--- src/pwmrf_pkg.sv ---
// Package for the recoverable-fault and write-guard block of the modulator.
// Assumes a 32-bit AXI4-Lite register bus with byte addresses in the low 8 bits.
package pwmrf_pkg;
	localparam int ADDR_W = 8;

	// Register byte offsets
	localparam logic [7:0] OFF_CHAN_ENABLE = 8'h00;
	localparam logic [7:0] OFF_TRG_CFG_ONE = 8'h04;
	localparam logic [7:0] OFF_TRG_CFG_TWO = 8'h08;
	localparam logic [7:0] OFF_FAULT_EN = 8'h0c;
	localparam logic [7:0] OFF_FAULT_VALUE = 8'h10;
	localparam logic [7:0] OFF_SYNC_CHAN = 8'h14;
	localparam logic [7:0] OFF_STATUS = 8'h18;
	localparam logic [7:0] OFF_WRITE_GUARD = 8'he4;

	// Field positions
	localparam int TRG_MODE_LSB = 0;
	localparam int TRG_RECOVERABLE_FAULT_ENABLE_BIT = 2;
	localparam int FPE_F2_LSB = 8;
	localparam int FPV_LOW_LSB = 16;
	localparam int STAT_FORCE_LSB = 8;
	localparam int STAT_PROT_LSB = 16;
	localparam int STAT_HWPROT_LSB = 24;
	localparam int WG_CMD_LSB = 0;
	localparam int WG_GRP_LSB = 2;
	localparam int WG_KEY_LSB = 8;

	// Key that unlocks a guard command
	localparam logic [23:0] GUARD_KEY = 24'h50574d;

	// Register groups that the guard can lock
	localparam int NGRP = 6;
	localparam int GRP_CHAN = 0;
	localparam int GRP_TRG = 1;
	localparam int GRP_FPE = 2;
	localparam int GRP_FPV = 3;
	localparam int GRP_SYNC = 4;

	// Guard commands
	localparam logic [1:0] CMD_UNLOCK = 2'h0;
	localparam logic [1:0] CMD_LOCK_SW = 2'h1;
	localparam logic [1:0] CMD_LOCK_HW = 2'h2;

	// Trigger behaviour codes
	localparam logic [1:0] TRG_OFF = 2'h0;
	localparam logic [1:0] TRG_RISE = 2'h1;
	localparam logic [1:0] TRG_FALL = 2'h2;
	localparam logic [1:0] TRG_BOTH = 2'h3;

	localparam logic [1:0] RESP_OKAY = 2'h0;
	localparam logic [1:0] RESP_SLVERR = 2'h2;
	localparam logic [31:0] ZERO_WORD = 32'h0000_0000;

	typedef struct packed {
		logic recoverable_fault_enable;
		logic [1:0] trigger_behaviour_select;
	} pwmrf_trg_cfg_t;
endpackage : pwmrf_pkg

--- src/pwmrf_guard.sv ---
// Recoverable-fault forcing for faults 1 and 2 and the keyed write guard of the modulator.
// Assumes counters, waveform generation and the classic fault path live outside and
// supply per-channel period-end pulses and raw high/low waveforms on this clock.
`timescale 1ns/1ns
`default_nettype none

module pwmrf_guard #(
	parameter int NCH = 4
) (
	input wire logic clk, // 125 MHz peripheral clock
	input wire logic reset, // Asynchronous, active high
	input wire logic [7:0] s_axi_awaddr, // Write address
	input wire logic s_axi_awvalid, // Write address valid
	output logic s_axi_awready, // Write address ready
	input wire logic [31:0] s_axi_wdata, // Write data
	input wire logic [3:0] s_axi_wstrb, // Write byte strobes
	input wire logic s_axi_wvalid, // Write data valid
	output logic s_axi_wready, // Write data ready
	output logic [1:0] s_axi_bresp, // Write response
	output logic s_axi_bvalid, // Write response valid
	input wire logic s_axi_bready, // Write response ready
	input wire logic [7:0] s_axi_araddr, // Read address
	input wire logic s_axi_arvalid, // Read address valid
	output logic s_axi_arready, // Read address ready
	output logic [31:0] s_axi_rdata, // Read data
	output logic [1:0] s_axi_rresp, // Read response
	output logic s_axi_rvalid, // Read data valid
	input wire logic s_axi_rready, // Read data ready
	input wire logic ext_trigger_input_one, // Trigger pin for fault 1
	input wire logic ext_trigger_input_two, // Trigger pin for fault 2
	input wire logic [2:0] fault_pin, // Raw fault pins 0..2
	input wire logic [NCH-1:0] period_end, // Per-channel end of period pulse
	input wire logic [NCH-1:0] wave_high_in, // Unforced high-side waveform
	input wire logic [NCH-1:0] wave_low_in, // Unforced low-side waveform
	output logic [NCH-1:0] pwm_high_out, // High-side output after forcing
	output logic [NCH-1:0] pwm_low_out, // Low-side output after forcing
	output logic [NCH-1:0] channel_enable, // Channel enables to the counters
	output logic [2:0] classic_fault // Synchronised fault pins for the classic path
);
	// Configuration and state
	logic [NCH-1:0] chen_q;
	pwmrf_pkg::pwmrf_trg_cfg_t trg1_q, trg2_q;
	logic [NCH-1:0] fpe1_q, fpe2_q;
	logic [NCH-1:0] fpvh_q, fpvl_q;
	logic [NCH-1:0] sync_q;
	logic [2:0] fstat_q;
	logic [pwmrf_pkg::NGRP-1:0] prot_sw_q, prot_hw_q;
	logic [NCH-1:0] force_q, force_d;
	logic [NCH-1:0] pwmh_q, pwml_q;
	logic [2:0] classic_q;

	// Synchronisers
	logic [1:0] trg_s1_q, trg_s2_q, trg_s3_q;
	logic [2:0] fp_s1_q, fp_s2_q;

	// Bus slave state
	logic aw_full_q, w_full_q, bvalid_q, rvalid_q;
	logic [7:0] awaddr_q;
	logic [31:0] wdata_q;
	logic [3:0] wstrb_q;
	logic [1:0] bresp_q, rresp_q;
	logic [31:0] rdata_q;

	function automatic logic [31:0] pwmrf_merge(input logic [31:0] old_w, input logic [31:0] new_w,
			input logic [3:0] strb);
		logic [31:0] res;
		res = old_w;
		for (int b = 0; b < 4; b++) begin
			if (strb[b]) begin
				res[b*8 +: 8] = new_w[b*8 +: 8];
			end
		end
		return res;
	endfunction : pwmrf_merge

	// Mode 0 detects nothing, so a zero mode can never raise a fault
	function automatic logic pwmrf_event(input logic [1:0] mode, input logic rise,
			input logic fall);
		return (mode == pwmrf_pkg::TRG_RISE && rise) || (mode == pwmrf_pkg::TRG_FALL && fall)
			|| (mode == pwmrf_pkg::TRG_BOTH && (rise || fall));
	endfunction : pwmrf_event

	// Trigger edges, seen only on synchronised samples
	wire [1:0] trg_rise = trg_s2_q & ~trg_s3_q;
	wire [1:0] trg_fall = ~trg_s2_q & trg_s3_q;

	wire rf_cfg1 = trg1_q.recoverable_fault_enable && chen_q[1]
		&& trg1_q.trigger_behaviour_select != pwmrf_pkg::TRG_OFF;
	wire rf_cfg2 = trg2_q.recoverable_fault_enable && chen_q[2]
		&& trg2_q.trigger_behaviour_select != pwmrf_pkg::TRG_OFF;
	wire [2:0] rf_cfg = {rf_cfg2, rf_cfg1, 1'b0};

	wire rf_fault1 = rf_cfg1 && pwmrf_event(trg1_q.trigger_behaviour_select,
		trg_rise[0], trg_fall[0]);
	wire rf_fault2 = rf_cfg2 && pwmrf_event(trg2_q.trigger_behaviour_select,
		trg_rise[1], trg_fall[1]);

	// Pins of recoverable faults are masked before the classic path sees them
	wire [2:0] classic_d = fp_s2_q & ~rf_cfg;

	logic [NCH-1:0] hit;
	always_comb begin
		for (int x = 0; x < NCH; x++) begin
			// Synchronous channels borrow the channel 0 enables
			hit[x] = (rf_fault1 && (sync_q[x] ? fpe1_q[0] : fpe1_q[x]))
				|| (rf_fault2 && (sync_q[x] ? fpe2_q[0] : fpe2_q[x]));
			// A fresh event holds forcing even if it lands on a period end
			force_d[x] = hit[x] || (force_q[x] && !period_end[x]);
		end
	end

	// Bus handshakes
	assign s_axi_awready = !aw_full_q;
	assign s_axi_wready = !w_full_q;
	assign s_axi_arready = !rvalid_q;
	assign s_axi_bvalid = bvalid_q;
	assign s_axi_bresp = bresp_q;
	assign s_axi_rvalid = rvalid_q;
	assign s_axi_rresp = rresp_q;
	assign s_axi_rdata = rdata_q;

	wire aw_take = s_axi_awvalid && !aw_full_q;
	wire w_take = s_axi_wvalid && !w_full_q;
	wire ar_take = s_axi_arvalid && !rvalid_q;
	wire wr_go = aw_full_q && w_full_q && !bvalid_q;

	wire [pwmrf_pkg::NGRP-1:0] locked = prot_sw_q | prot_hw_q;

	// Write decode
	wire sel_chen = wr_go && awaddr_q == pwmrf_pkg::OFF_CHAN_ENABLE;
	wire sel_trg1 = wr_go && awaddr_q == pwmrf_pkg::OFF_TRG_CFG_ONE;
	wire sel_trg2 = wr_go && awaddr_q == pwmrf_pkg::OFF_TRG_CFG_TWO;
	wire sel_fpe = wr_go && awaddr_q == pwmrf_pkg::OFF_FAULT_EN;
	wire sel_fpv = wr_go && awaddr_q == pwmrf_pkg::OFF_FAULT_VALUE;
	wire sel_sync = wr_go && awaddr_q == pwmrf_pkg::OFF_SYNC_CHAN;
	wire sel_stat = wr_go && awaddr_q == pwmrf_pkg::OFF_STATUS;
	wire sel_guard = wr_go && awaddr_q == pwmrf_pkg::OFF_WRITE_GUARD;
	wire wr_mapped = sel_chen || sel_trg1 || sel_trg2 || sel_fpe || sel_fpv || sel_sync
		|| sel_stat || sel_guard;

	// Each configuration register's word with the strobed bytes merged in
	wire [31:0] m_chen = pwmrf_merge(32'(chen_q), wdata_q, wstrb_q);
	wire [31:0] m_trg1 = pwmrf_merge(32'(trg1_q), wdata_q, wstrb_q);
	wire [31:0] m_trg2 = pwmrf_merge(32'(trg2_q), wdata_q, wstrb_q);
	wire [31:0] m_fpe = pwmrf_merge((32'(fpe2_q) << pwmrf_pkg::FPE_F2_LSB) | 32'(fpe1_q),
		wdata_q, wstrb_q);
	wire [31:0] m_fpv = pwmrf_merge((32'(fpvl_q) << pwmrf_pkg::FPV_LOW_LSB) | 32'(fpvh_q),
		wdata_q, wstrb_q);
	wire [31:0] m_sync = pwmrf_merge(32'(sync_q), wdata_q, wstrb_q);

	wire wr_chen = sel_chen && !locked[pwmrf_pkg::GRP_CHAN];
	wire wr_trg1 = sel_trg1 && !locked[pwmrf_pkg::GRP_TRG];
	wire wr_trg2 = sel_trg2 && !locked[pwmrf_pkg::GRP_TRG];
	wire wr_fpe = sel_fpe && !locked[pwmrf_pkg::GRP_FPE];
	wire wr_fpv = sel_fpv && !locked[pwmrf_pkg::GRP_FPV];
	wire wr_sync = sel_sync && !locked[pwmrf_pkg::GRP_SYNC];

	// Guard command; a write without all four byte strobes is dropped, even one that carries the whole key
	wire [23:0] g_key = wdata_q[pwmrf_pkg::WG_KEY_LSB +: 24];
	wire [1:0] g_cmd = wdata_q[pwmrf_pkg::WG_CMD_LSB +: 2];
	wire [pwmrf_pkg::NGRP-1:0] g_grp = wdata_q[pwmrf_pkg::WG_GRP_LSB +: pwmrf_pkg::NGRP];
	wire g_ok = sel_guard && wstrb_q == 4'hf && g_key == pwmrf_pkg::GUARD_KEY;
	wire [pwmrf_pkg::NGRP-1:0] g_sel = g_ok ? g_grp : '0;
	wire [pwmrf_pkg::NGRP-1:0] prot_sw_d = (g_cmd == pwmrf_pkg::CMD_UNLOCK) ? prot_sw_q & ~g_sel
		: (g_cmd == pwmrf_pkg::CMD_LOCK_SW) ? prot_sw_q | g_sel : prot_sw_q;
	// Hardware locks are released only by reset
	wire [pwmrf_pkg::NGRP-1:0] prot_hw_d = (g_cmd == pwmrf_pkg::CMD_LOCK_HW)
		? prot_hw_q | g_sel : prot_hw_q;

	// Status: write one to clear, a new fault in the same cycle wins
	wire [2:0] fstat_clr = (sel_stat && wstrb_q[0]) ? wdata_q[2:0] : 3'h0;
	wire [2:0] fstat_d = classic_d | (fstat_q & ~fstat_clr);

	// Read decode
	logic [31:0] rd_word;
	logic rd_err;
	always_comb begin
		rd_word = pwmrf_pkg::ZERO_WORD;
		rd_err = 1'b0;
		if (s_axi_araddr == pwmrf_pkg::OFF_CHAN_ENABLE) begin
			rd_word = 32'(chen_q);
		end else if (s_axi_araddr == pwmrf_pkg::OFF_TRG_CFG_ONE) begin
			rd_word = 32'(trg1_q);
		end else if (s_axi_araddr == pwmrf_pkg::OFF_TRG_CFG_TWO) begin
			rd_word = 32'(trg2_q);
		end else if (s_axi_araddr == pwmrf_pkg::OFF_FAULT_EN) begin
			rd_word = (32'(fpe2_q) << pwmrf_pkg::FPE_F2_LSB) | 32'(fpe1_q);
		end else if (s_axi_araddr == pwmrf_pkg::OFF_FAULT_VALUE) begin
			rd_word = (32'(fpvl_q) << pwmrf_pkg::FPV_LOW_LSB) | 32'(fpvh_q);
		end else if (s_axi_araddr == pwmrf_pkg::OFF_SYNC_CHAN) begin
			rd_word = 32'(sync_q);
		end else if (s_axi_araddr == pwmrf_pkg::OFF_STATUS) begin
			rd_word = 32'(fstat_q) | (32'(force_q) << pwmrf_pkg::STAT_FORCE_LSB)
				| (32'(prot_sw_q) << pwmrf_pkg::STAT_PROT_LSB)
				| (32'(prot_hw_q) << pwmrf_pkg::STAT_HWPROT_LSB);
		end else if (s_axi_araddr == pwmrf_pkg::OFF_WRITE_GUARD) begin
			rd_word = pwmrf_pkg::ZERO_WORD;
		end else begin
			rd_err = 1'b1;
		end
	end

	// Synchronisers for pins
	always_ff @(posedge clk or posedge reset) begin
		if (reset) begin
			trg_s1_q <= 2'h0;
			trg_s2_q <= 2'h0;
			trg_s3_q <= 2'h0;
			fp_s1_q <= 3'h0;
			fp_s2_q <= 3'h0;
		end else begin
			trg_s1_q <= {ext_trigger_input_two, ext_trigger_input_one};
			trg_s2_q <= trg_s1_q;
			trg_s3_q <= trg_s2_q;
			fp_s1_q <= fault_pin;
			fp_s2_q <= fp_s1_q;
		end
	end

	// Forcing and outputs; counters are never touched from here
	always_ff @(posedge clk or posedge reset) begin
		if (reset) begin
			force_q <= '0;
			pwmh_q <= '0;
			pwml_q <= '0;
			classic_q <= 3'h0;
			fstat_q <= 3'h0;
		end else begin
			force_q <= force_d;
			pwmh_q <= (force_d & fpvh_q) | (~force_d & wave_high_in);
			pwml_q <= (force_d & fpvl_q) | (~force_d & wave_low_in);
			classic_q <= classic_d;
			fstat_q <= fstat_d;
		end
	end

	assign pwm_high_out = pwmh_q;
	assign pwm_low_out = pwml_q;
	assign channel_enable = chen_q;
	assign classic_fault = classic_q;

	// Configuration registers
	always_ff @(posedge clk or posedge reset) begin
		if (reset) begin
			chen_q <= '0;
			trg1_q <= '0;
			trg2_q <= '0;
			fpe1_q <= '0;
			fpe2_q <= '0;
			fpvh_q <= '0;
			fpvl_q <= '0;
			sync_q <= '0;
			prot_sw_q <= '0;
			prot_hw_q <= '0;
		end else begin
			if (wr_chen) begin
				chen_q <= m_chen[NCH-1:0];
			end
			if (wr_trg1) begin
				trg1_q <= m_trg1[2:0];
			end
			if (wr_trg2) begin
				trg2_q <= m_trg2[2:0];
			end
			if (wr_fpe) begin
				fpe1_q <= m_fpe[NCH-1:0];
				fpe2_q <= m_fpe[pwmrf_pkg::FPE_F2_LSB +: NCH];
			end
			if (wr_fpv) begin
				fpvh_q <= m_fpv[NCH-1:0];
				fpvl_q <= m_fpv[pwmrf_pkg::FPV_LOW_LSB +: NCH];
			end
			if (wr_sync) begin
				sync_q <= m_sync[NCH-1:0];
			end
			prot_sw_q <= prot_sw_d;
			prot_hw_q <= prot_hw_d;
		end
	end

	// Bus slave: address and data are taken in either order, one write in flight
	always_ff @(posedge clk or posedge reset) begin
		if (reset) begin
			aw_full_q <= 1'b0;
			w_full_q <= 1'b0;
			bvalid_q <= 1'b0;
			rvalid_q <= 1'b0;
			awaddr_q <= 8'h00;
			wdata_q <= pwmrf_pkg::ZERO_WORD;
			wstrb_q <= 4'h0;
			bresp_q <= pwmrf_pkg::RESP_OKAY;
			rresp_q <= pwmrf_pkg::RESP_OKAY;
			rdata_q <= pwmrf_pkg::ZERO_WORD;
		end else begin
			if (aw_take) begin
				aw_full_q <= 1'b1;
				awaddr_q <= s_axi_awaddr;
			end else if (wr_go) begin
				aw_full_q <= 1'b0;
			end
			if (w_take) begin
				w_full_q <= 1'b1;
				wdata_q <= s_axi_wdata;
				wstrb_q <= s_axi_wstrb;
			end else if (wr_go) begin
				w_full_q <= 1'b0;
			end
			if (wr_go) begin
				bvalid_q <= 1'b1;
				bresp_q <= wr_mapped ? pwmrf_pkg::RESP_OKAY : pwmrf_pkg::RESP_SLVERR;
			end else if (s_axi_bready) begin
				bvalid_q <= 1'b0;
			end
			if (ar_take) begin
				rvalid_q <= 1'b1;
				rdata_q <= rd_word;
				rresp_q <= rd_err ? pwmrf_pkg::RESP_SLVERR : pwmrf_pkg::RESP_OKAY;
			end else if (s_axi_rready) begin
				rvalid_q <= 1'b0;
			end
		end
	end
endmodule : pwmrf_guard

`default_nettype wire

--- config.mk ---
export PLATFORM = sky130hd
export DESIGN_NAME = pwmrf_guard
export DESIGN_NICKNAME = d
export VERILOG_FILES = /design/src/pwmrf_pkg.sv /design/src/pwmrf_guard.sv
export SDC_FILE = /design/constraint.sdc
export NUM_CORES = 1
export LEC_CHECK = 0
export ABC_AREA = 1
export BUFFER_PORTS_ARGS = -buffer_cell sky130_fd_sc_hd__buf_2
export CAP_MARGIN = 10
export CELL_PAD_IN_SITES_DETAIL_PLACEMENT = 1
export CELL_PAD_IN_SITES_GLOBAL_PLACEMENT = 1
export CORE_AREA = 2 2 131 133
export DETAILED_ROUTE_END_ITERATION = 8
export DIE_AREA = 0 0 133 135
export PLACE_DENSITY = 0.79
export SKIP_CTS_REPAIR_TIMING = 1
export SLEW_MARGIN = 0
export SYNTH_ARGS = -nofsm -noshare
export SYNTH_HDL_FRONTEND = slang
export SYNTH_SLANG_ARGS = --single-unit
--- constraint.sdc ---
create_clock -name clk -period 6.8 [get_ports clk]
set_clock_uncertainty 0.2 [all_clocks]
set_input_delay 1.36 -clock clk [delete_from_list [all_inputs] [get_ports clk]]
set_output_delay 1.36 -clock clk [all_outputs]
set_load 0.03 [all_outputs]
==> results.py, run 1 <==
metrics = {
    "global_route": {
        "grt_pass1_vias": 5575,
        "grt_use_met1": 0.276,
        "use_met2": 0.347,
        "overflow": 0,
        "busiest_layer": "met2",
        "antenna_found_initial": 1,
        "use_met3": 0.0499,
        "grt_usage": 0.210,
        "grt_max_degree": 85,
        "grt_pass1_wl_um": 29100,
    },
    "floorplan": {
        "die_y_um": 135,
        "core_area_um2": 16400,
        "start_util": 0.397,
        "rows": 47,
        "die_w_um": 133,
        "dieArea_um2": 18000,
        "ios": 132,
    },
    "cts": {
        "clkLatencyLatePin_ps": 420,
        "cts_tree": "yes",
        "cts-root-buf": "clkbuf_16",
        "htreeDepth": 4,
        "clk_pin_slew_ps": 50,
        "cts_buffer_depth": 2,
        "numCtsBuffers": 17,
        "clock_sinks": 142,
    },
    "layout": {
        "layout.nets": 929,
        "n_antenna_cell": 0,
        "drive_above_1_share": 0.251,
        "area_growth_pct": 21.2,
    },
    "sta": {
        "tightestPinTransition_ps": 1010,
        "period_needed_ps": 2900,
        "hold_violations": 0,
        "setup_viol": 0,
        "rsz0062_at_grt": "false",
        "fmax_mhz": 345,
        "fin_crit_sh": 0.427,
        "tns_ps": 0,
        "slew_viol_final": 0,
        "maxSlewHeadroom": 0.324,
    },
    "logic_synthesis": {
        "synth-edff-count": 0,
        "yosysUniqueCellTypes": 36,
        "synth_area_um2": 6510,
        "synth-seq-cells": 142,
        "netlist_top_cells_area": "dfrtp_1 (55%), nand2_1 (12%), inv_1 (3.8%), mux2_2 (3.8%), nor2_1 (3.7%)",
        "synth_top_area_share": 0.546,
        "yosys.area.top_type": "dfrtp_1",
        "ys.flop_type": "dfrtp_1",
        "async_reset_ff_frac": 1.00,
        "syn-instance-count": 727,
        "ys_seq_area_frac": 0.546,
        "yosysWarnings": 0,
        "avgSynthCellArea_um2": 8.95,
    },
    "setup_path": {
        "critPathLaunchType": "input pin",
        "path_class": "input pin to flip-flop",
        "cp.required_ps": 6960,
        "cp_max_fo": 13,
        "arrival_ps": 3060,
        "reg2reg_depth": 8,
        "end_kind": "flip-flop",
    },
    "drt": {
        "finalWirelength_um": 17700,
        "antenna_left": 0,
        "drc": 0,
        "vias": 5330,
        "first_iter_violations": 297,
        "dr.pass1.iters": 5,
        "via_per_inst": 4.94,
        "post_drt_wl_per_cell_um": 16.4,
    },
    "placement": {
        "port_buffers": 117,
        "place.gp.congestion": 0.819,
        "dp_hpwl_um": 13100,
    },
    "pwr": {
        "p_total_uw": 2690,
        "leakagePower_uw": 0.00403,
        "powerDensity_nw_per_um2": 342,
        "ir_worst_vdd_uv": 247,
    },
    "run": {
        "drv_cap": 0,
    },
    "run_status": {
        "status": "finished, final reports clean",
    },
    "min_path": {
        "hold_class": "flip-flop to flip-flop",
        "worstHoldPathCells": 0,
    },
}
Yosys cell counts (3+ instances only):
cell type / instances
inv_2: 4
nor3_1: 4
clkbuf_1: 4
nand3_2: 8
nand2_1: 200
buf_2: 6
a21oi_1: 27
o211ai_1: 4
o21ai_0: 22
mux2_2: 22
nor2_2: 9
dfrtp_1: 142
nand2_2: 5
nor2_4: 4
or2_2: 3
inv_1: 66
buf_4: 18
o21ai_1: 26
ha_1: 4
nor2_1: 64
nand4_1: 29
nand3_1: 37
final timing paths:
| path | from | end | slack (ps) |
|---|---|---|---|
| min in group asynchronous | reset | fp_s1_q[2] | 870 |
| worst max register to register | trg_s2_q[1] | pwm_high_out[1] | 4750 |
| worst min-delay path | fp_s1_q[2] | fp_s2_q[2] | 150 |
| max in group asynchronous | reset | s_axi_rdata[27] | 4250 |
| worst max-delay path | s_axi_araddr[6] | s_axi_rdata[29] | 3900 |
| worst min register to register | fp_s1_q[2] | fp_s2_q[2] | 150 |
cell families (layout without fill, tap and decap cells):
group / count (synthesis) / after routing / share of synthesized area
AND/OR/NAND/NOR: 376 / 376 / 0.273
adder cells (fa/ha/maj): 4 / 4 / 0.00769
buffers and inverters: 101 / 221 / 0.0707
other: 1 / 14 / 0.000576
AO/OA/AOI/OAI: 81 / 81 / 0.0644
flip-flops: 142 / 142 / 0.546
multiplexers: 22 / 22 / 0.0381
registers in the layout, summed over array words and instances, names as in the netlist, 4 cells and up, named ones only:
register / cells
awaddr_q: 8
channel_enable: 4
force_q: 4
fpe1_q: 4
fpe2_q: 4
fpvh_q: 4
fpvl_q: 4
prot_hw_q: 6
pwm_high_out: 4
pwm_low_out: 4
s_axi_rdata: 20
sync_q: 4
wdata_q: 32
wstrb_q: 4
layout by cell type, fill, tap and decap left out, types with 3 or more instances in the layout:
cell,Yosys,layout
a21oi_1,27,27
mux2_2,22,22
clkinvlp_4,0,3
nor2_4,4,4
or2_2,3,3
dfrtp_1,142,142
nor2_1,64,64
inv_1,66,65
o21ai_0,22,22
nor2_2,9,9
clkbuf_16,0,17
nand2_2,5,6
nand2_1,200,199
bufinv_16,0,4
conb_1,1,14
nand4_1,29,29
ha_1,4,4
inv_2,4,4
nor3_1,4,4
clkbuf_8,0,3
o211ai_1,4,4
nand3_1,37,37
o21ai_1,26,26
nand3_2,8,8
buf_2,6,117
cell type report:
class | instances | area [µm²]
multi-input cells | 497 | 2550
flip-flops and latches | 142 | 3550
clock inverters | 9 | 160
repair buffers | 119 | 601
clock buffers | 21 | 470
inverters | 72 | 280
fillers | 1971 | 8520
well taps | 220 | 275
worst max-delay path, stage by stage:
cell and delay, ps:
buf_2 110, inv_1 60, nand2_1 90, nor3_2 680, nand2_1 190, nor2_2 360
nand2_1 110, nand2_1 80
power by group:
group          switching (µW)  internal (µW)  leakage (µW)
clock                     349            639      0.000297
combinational             375            187       0.00196
sequential                137           1010       0.00178
through the flow:
stage                     instance area (µm²)  cells  hold slack, ps   util  worst slack (ps)
final                                    7890   1080             149  0.481              3900
after CTS                                7890   1080             153  0.481              3890
after global routing                     7890   1080             162  0.481              3720
after floorplan                          6560    740             131      -              1430
after detailed placement                 7260   1050             140  0.442              3480
after global placement                   7260   1050             133  0.442              3510
metal layers:
metal / part of all wire / wire length [µm]
met1: 0.46 / 8080
met2: 0.48 / 8460
met3: 0.054 / 967
met4: 0.013 / 225
met5: 0.00028 / 5
No activity file was read; power rests on OpenSTA's default activity.
==> run 2, diff against run 1 <==
Clock period 6.8 ns to 2.7 ns, I/O delays scaled along.
==> results.py, run 2 (synthesis gave the netlist of run 1 again) <==
metrics = {
    "layout": {
        "layout.nets": 939,
        "mostFrequentLayoutCells": "nand2_1 (199), dfrtp_1 (142), buf_2 (117)",
        "area_growth_pct": 23.2,
        "drive_above_1_share": 0.260,
        "layout_commonest_cell": "nand2_1",
        "nFillCells": 1938,
        "fin_cells": 1092,
        "regMostFlops": "wdata_q",
        "final_util": 0.489,
        "regArea_um2": 3550,
        "multiInputGateArea_um2": 2550,
        "largest_reg_flops": 32,
        "n_antenna_cell": 0,
    },
    "pwr": {
        "power_frac_seq": 0.413,
        "switching_share": 0.322,
        "powerDensity_nw_per_um2": 864,
        "combPwrFrac": 0.212,
        "pwr-share-clk": 0.374,
        "p_int_uw": 4700,
        "leakagePower_uw": 0.00411,
        "ir_worst_vdd_uv": 523,
        "switching_power_uw": 2230,
    },
    "sta": {
        "maxSlewHeadroom": 0.527,
        "rsz0062_at_grt": "false",
        "setup_viol": 0,
        "hold_violations": 0,
        "tightestPinTransition_ps": 707,
        "tns_ps": 0,
        "fin_crit_sh": 0.760,
        "slew_viol_final": 0,
        "setup_ws_ps": 647,
        "fmax_mhz": 487,
        "period_needed_ps": 2050,
    },
    "setup_path": {
        "timing.rr.start": "trg_s2_q[1]",
        "arrival_ps": 2210,
        "cp.required_ps": 2860,
        "path_class": "flip-flop to flip-flop",
        "path_cells": "inv_1 > ha_1 > nand3b_1 > a31oi_1 > nand2_1 > nand3_2 > nand2_1 > nand2_1",
        "crit_path_start": "trg_s2_q[1]",
        "critPathLaunchType": "flip-flop",
        "critical-path-slowest-cell": "a31oi_1",
        "cp_max_fo": 4,
        "end_kind": "flip-flop",
        "max_stage_delay_ps": 430,
        "crit_top_cell": "nand2_1",
    },
    "cts": {
        "cts_buffer_depth": 2,
        "clock_sinks": 142,
        "clkLatencyLatePin_ps": 430,
        "cts_tree": "yes",
        "clk_pin_slew_ps": 60,
        "cts-root-buf": "clkbuf_16",
        "htreeDepth": 4,
        "numCtsBuffers": 17,
    },
    "placement": {
        "preCtsSetupSlack_ps": 610,
        "dp_hpwl_um": 13400,
        "post-place-cells": 1059,
        "port_buffers": 117,
        "place.gp.congestion": 0.827,
    },
    "min_path": {
        "hold_class": "input pin to flip-flop",
        "hp-start": "fault_pin[2]",
    },
    "drt": {
        "finalWirelength_um": 17900,
        "vias": 5372,
        "drc": 0,
        "dr.pass1.iters": 4,
        "antenna_left": 0,
        "post_drt_wl_per_cell_um": 16.4,
        "via_per_inst": 4.92,
        "first_iter_violations": 311,
    },
    "run": {
        "drv_cap": 0,
    },
    "floorplan": {
        "rows": 47,
        "die_y_um": 135,
        "start_util": 0.397,
        "ios": 132,
        "dieArea_um2": 18000,
        "die_w_um": 133,
        "core_area_um2": 16400,
    },
    "global_route": {
        "antenna_found_initial": 1,
        "overflow": 0,
        "grt_pass1_vias": 5598,
        "grt_pass1_wl_um": 29400,
        "grt_max_degree": 61,
        "grt_usage": 0.211,
    },
    "run_status": {
        "status": "finished, final reports clean",
    },
}
run 2: cell count changes in the layout (fill, tap and decap cells not counted):
cell,delta
buf_4,+6
clkinv_2,+2
inv_6,+1
bufinv_16,+1
clkinv_4,-1
clkinvlp_4,+1
buf_12,+3
clkbuf_8,-2
dlygate4sd3_1,+1
run 2: metrics by stage:
step                      power, µW  hold WS [ps]  cell area, µm²
after detailed placement       4370           139            7360
after CTS                      7000         -64.0            8010
final                          6930          21.5            8020
after global placement         4290           133            7360
after global routing           7300          10.3            8020
after floorplan                3880           131            6560
run 2: final cells by class:
type,count,area share
clock inverter,13,0.0260
inverter,72,0.0348
clock buffer,19,0.0552
multi-input combinational,497,0.318
tap,220,0.0343
sequential,142,0.443
timing repair buffer,129,0.0892
run 2: worst max-delay path: cells and delay by family, from the launching register on:
family	cells	cell delay (ps)
and+or+nand+nor	5	650
AOI/OAI and AO/OA	1	430
DFF	1	370
adders and majority gates	1	280
buffers and inverters	1	60
run 2: final timing paths:
kind	to	slack, ps	depth (start not counted)
max	pwm_high_out[2]	650	8
min	fp_s1_q[2]	20	1
max reg2reg	pwm_high_out[2]	650	8
min reg2reg	trg_s2_q[0]	150	0
max in group asynchronous	fpe2_q[2]	1150	4
min in group asynchronous	fp_s1_q[0]	490	3
run 2: layer usage:
layer / part of all wire / wire length [µm] / GRT usage
met1: 0.46 / 8190 / 0.283
met4: 0.018 / 319 / 0.0795
met5: 0.00050 / 9 / 0
met3: 0.053 / 944 / 0.0420
met2: 0.47 / 8480 / 0.341
run 2: power by group through the flow:
stage               sequential (µW)  combinational [µW]  clock, µW
CTS                            2870                1490       2640
global placement               2880                1410          0
detailed placement             2900                1470          0
floorplan                      2860                1020          0
global route                   2920                1650       2740
finish                         2870                1470       2590
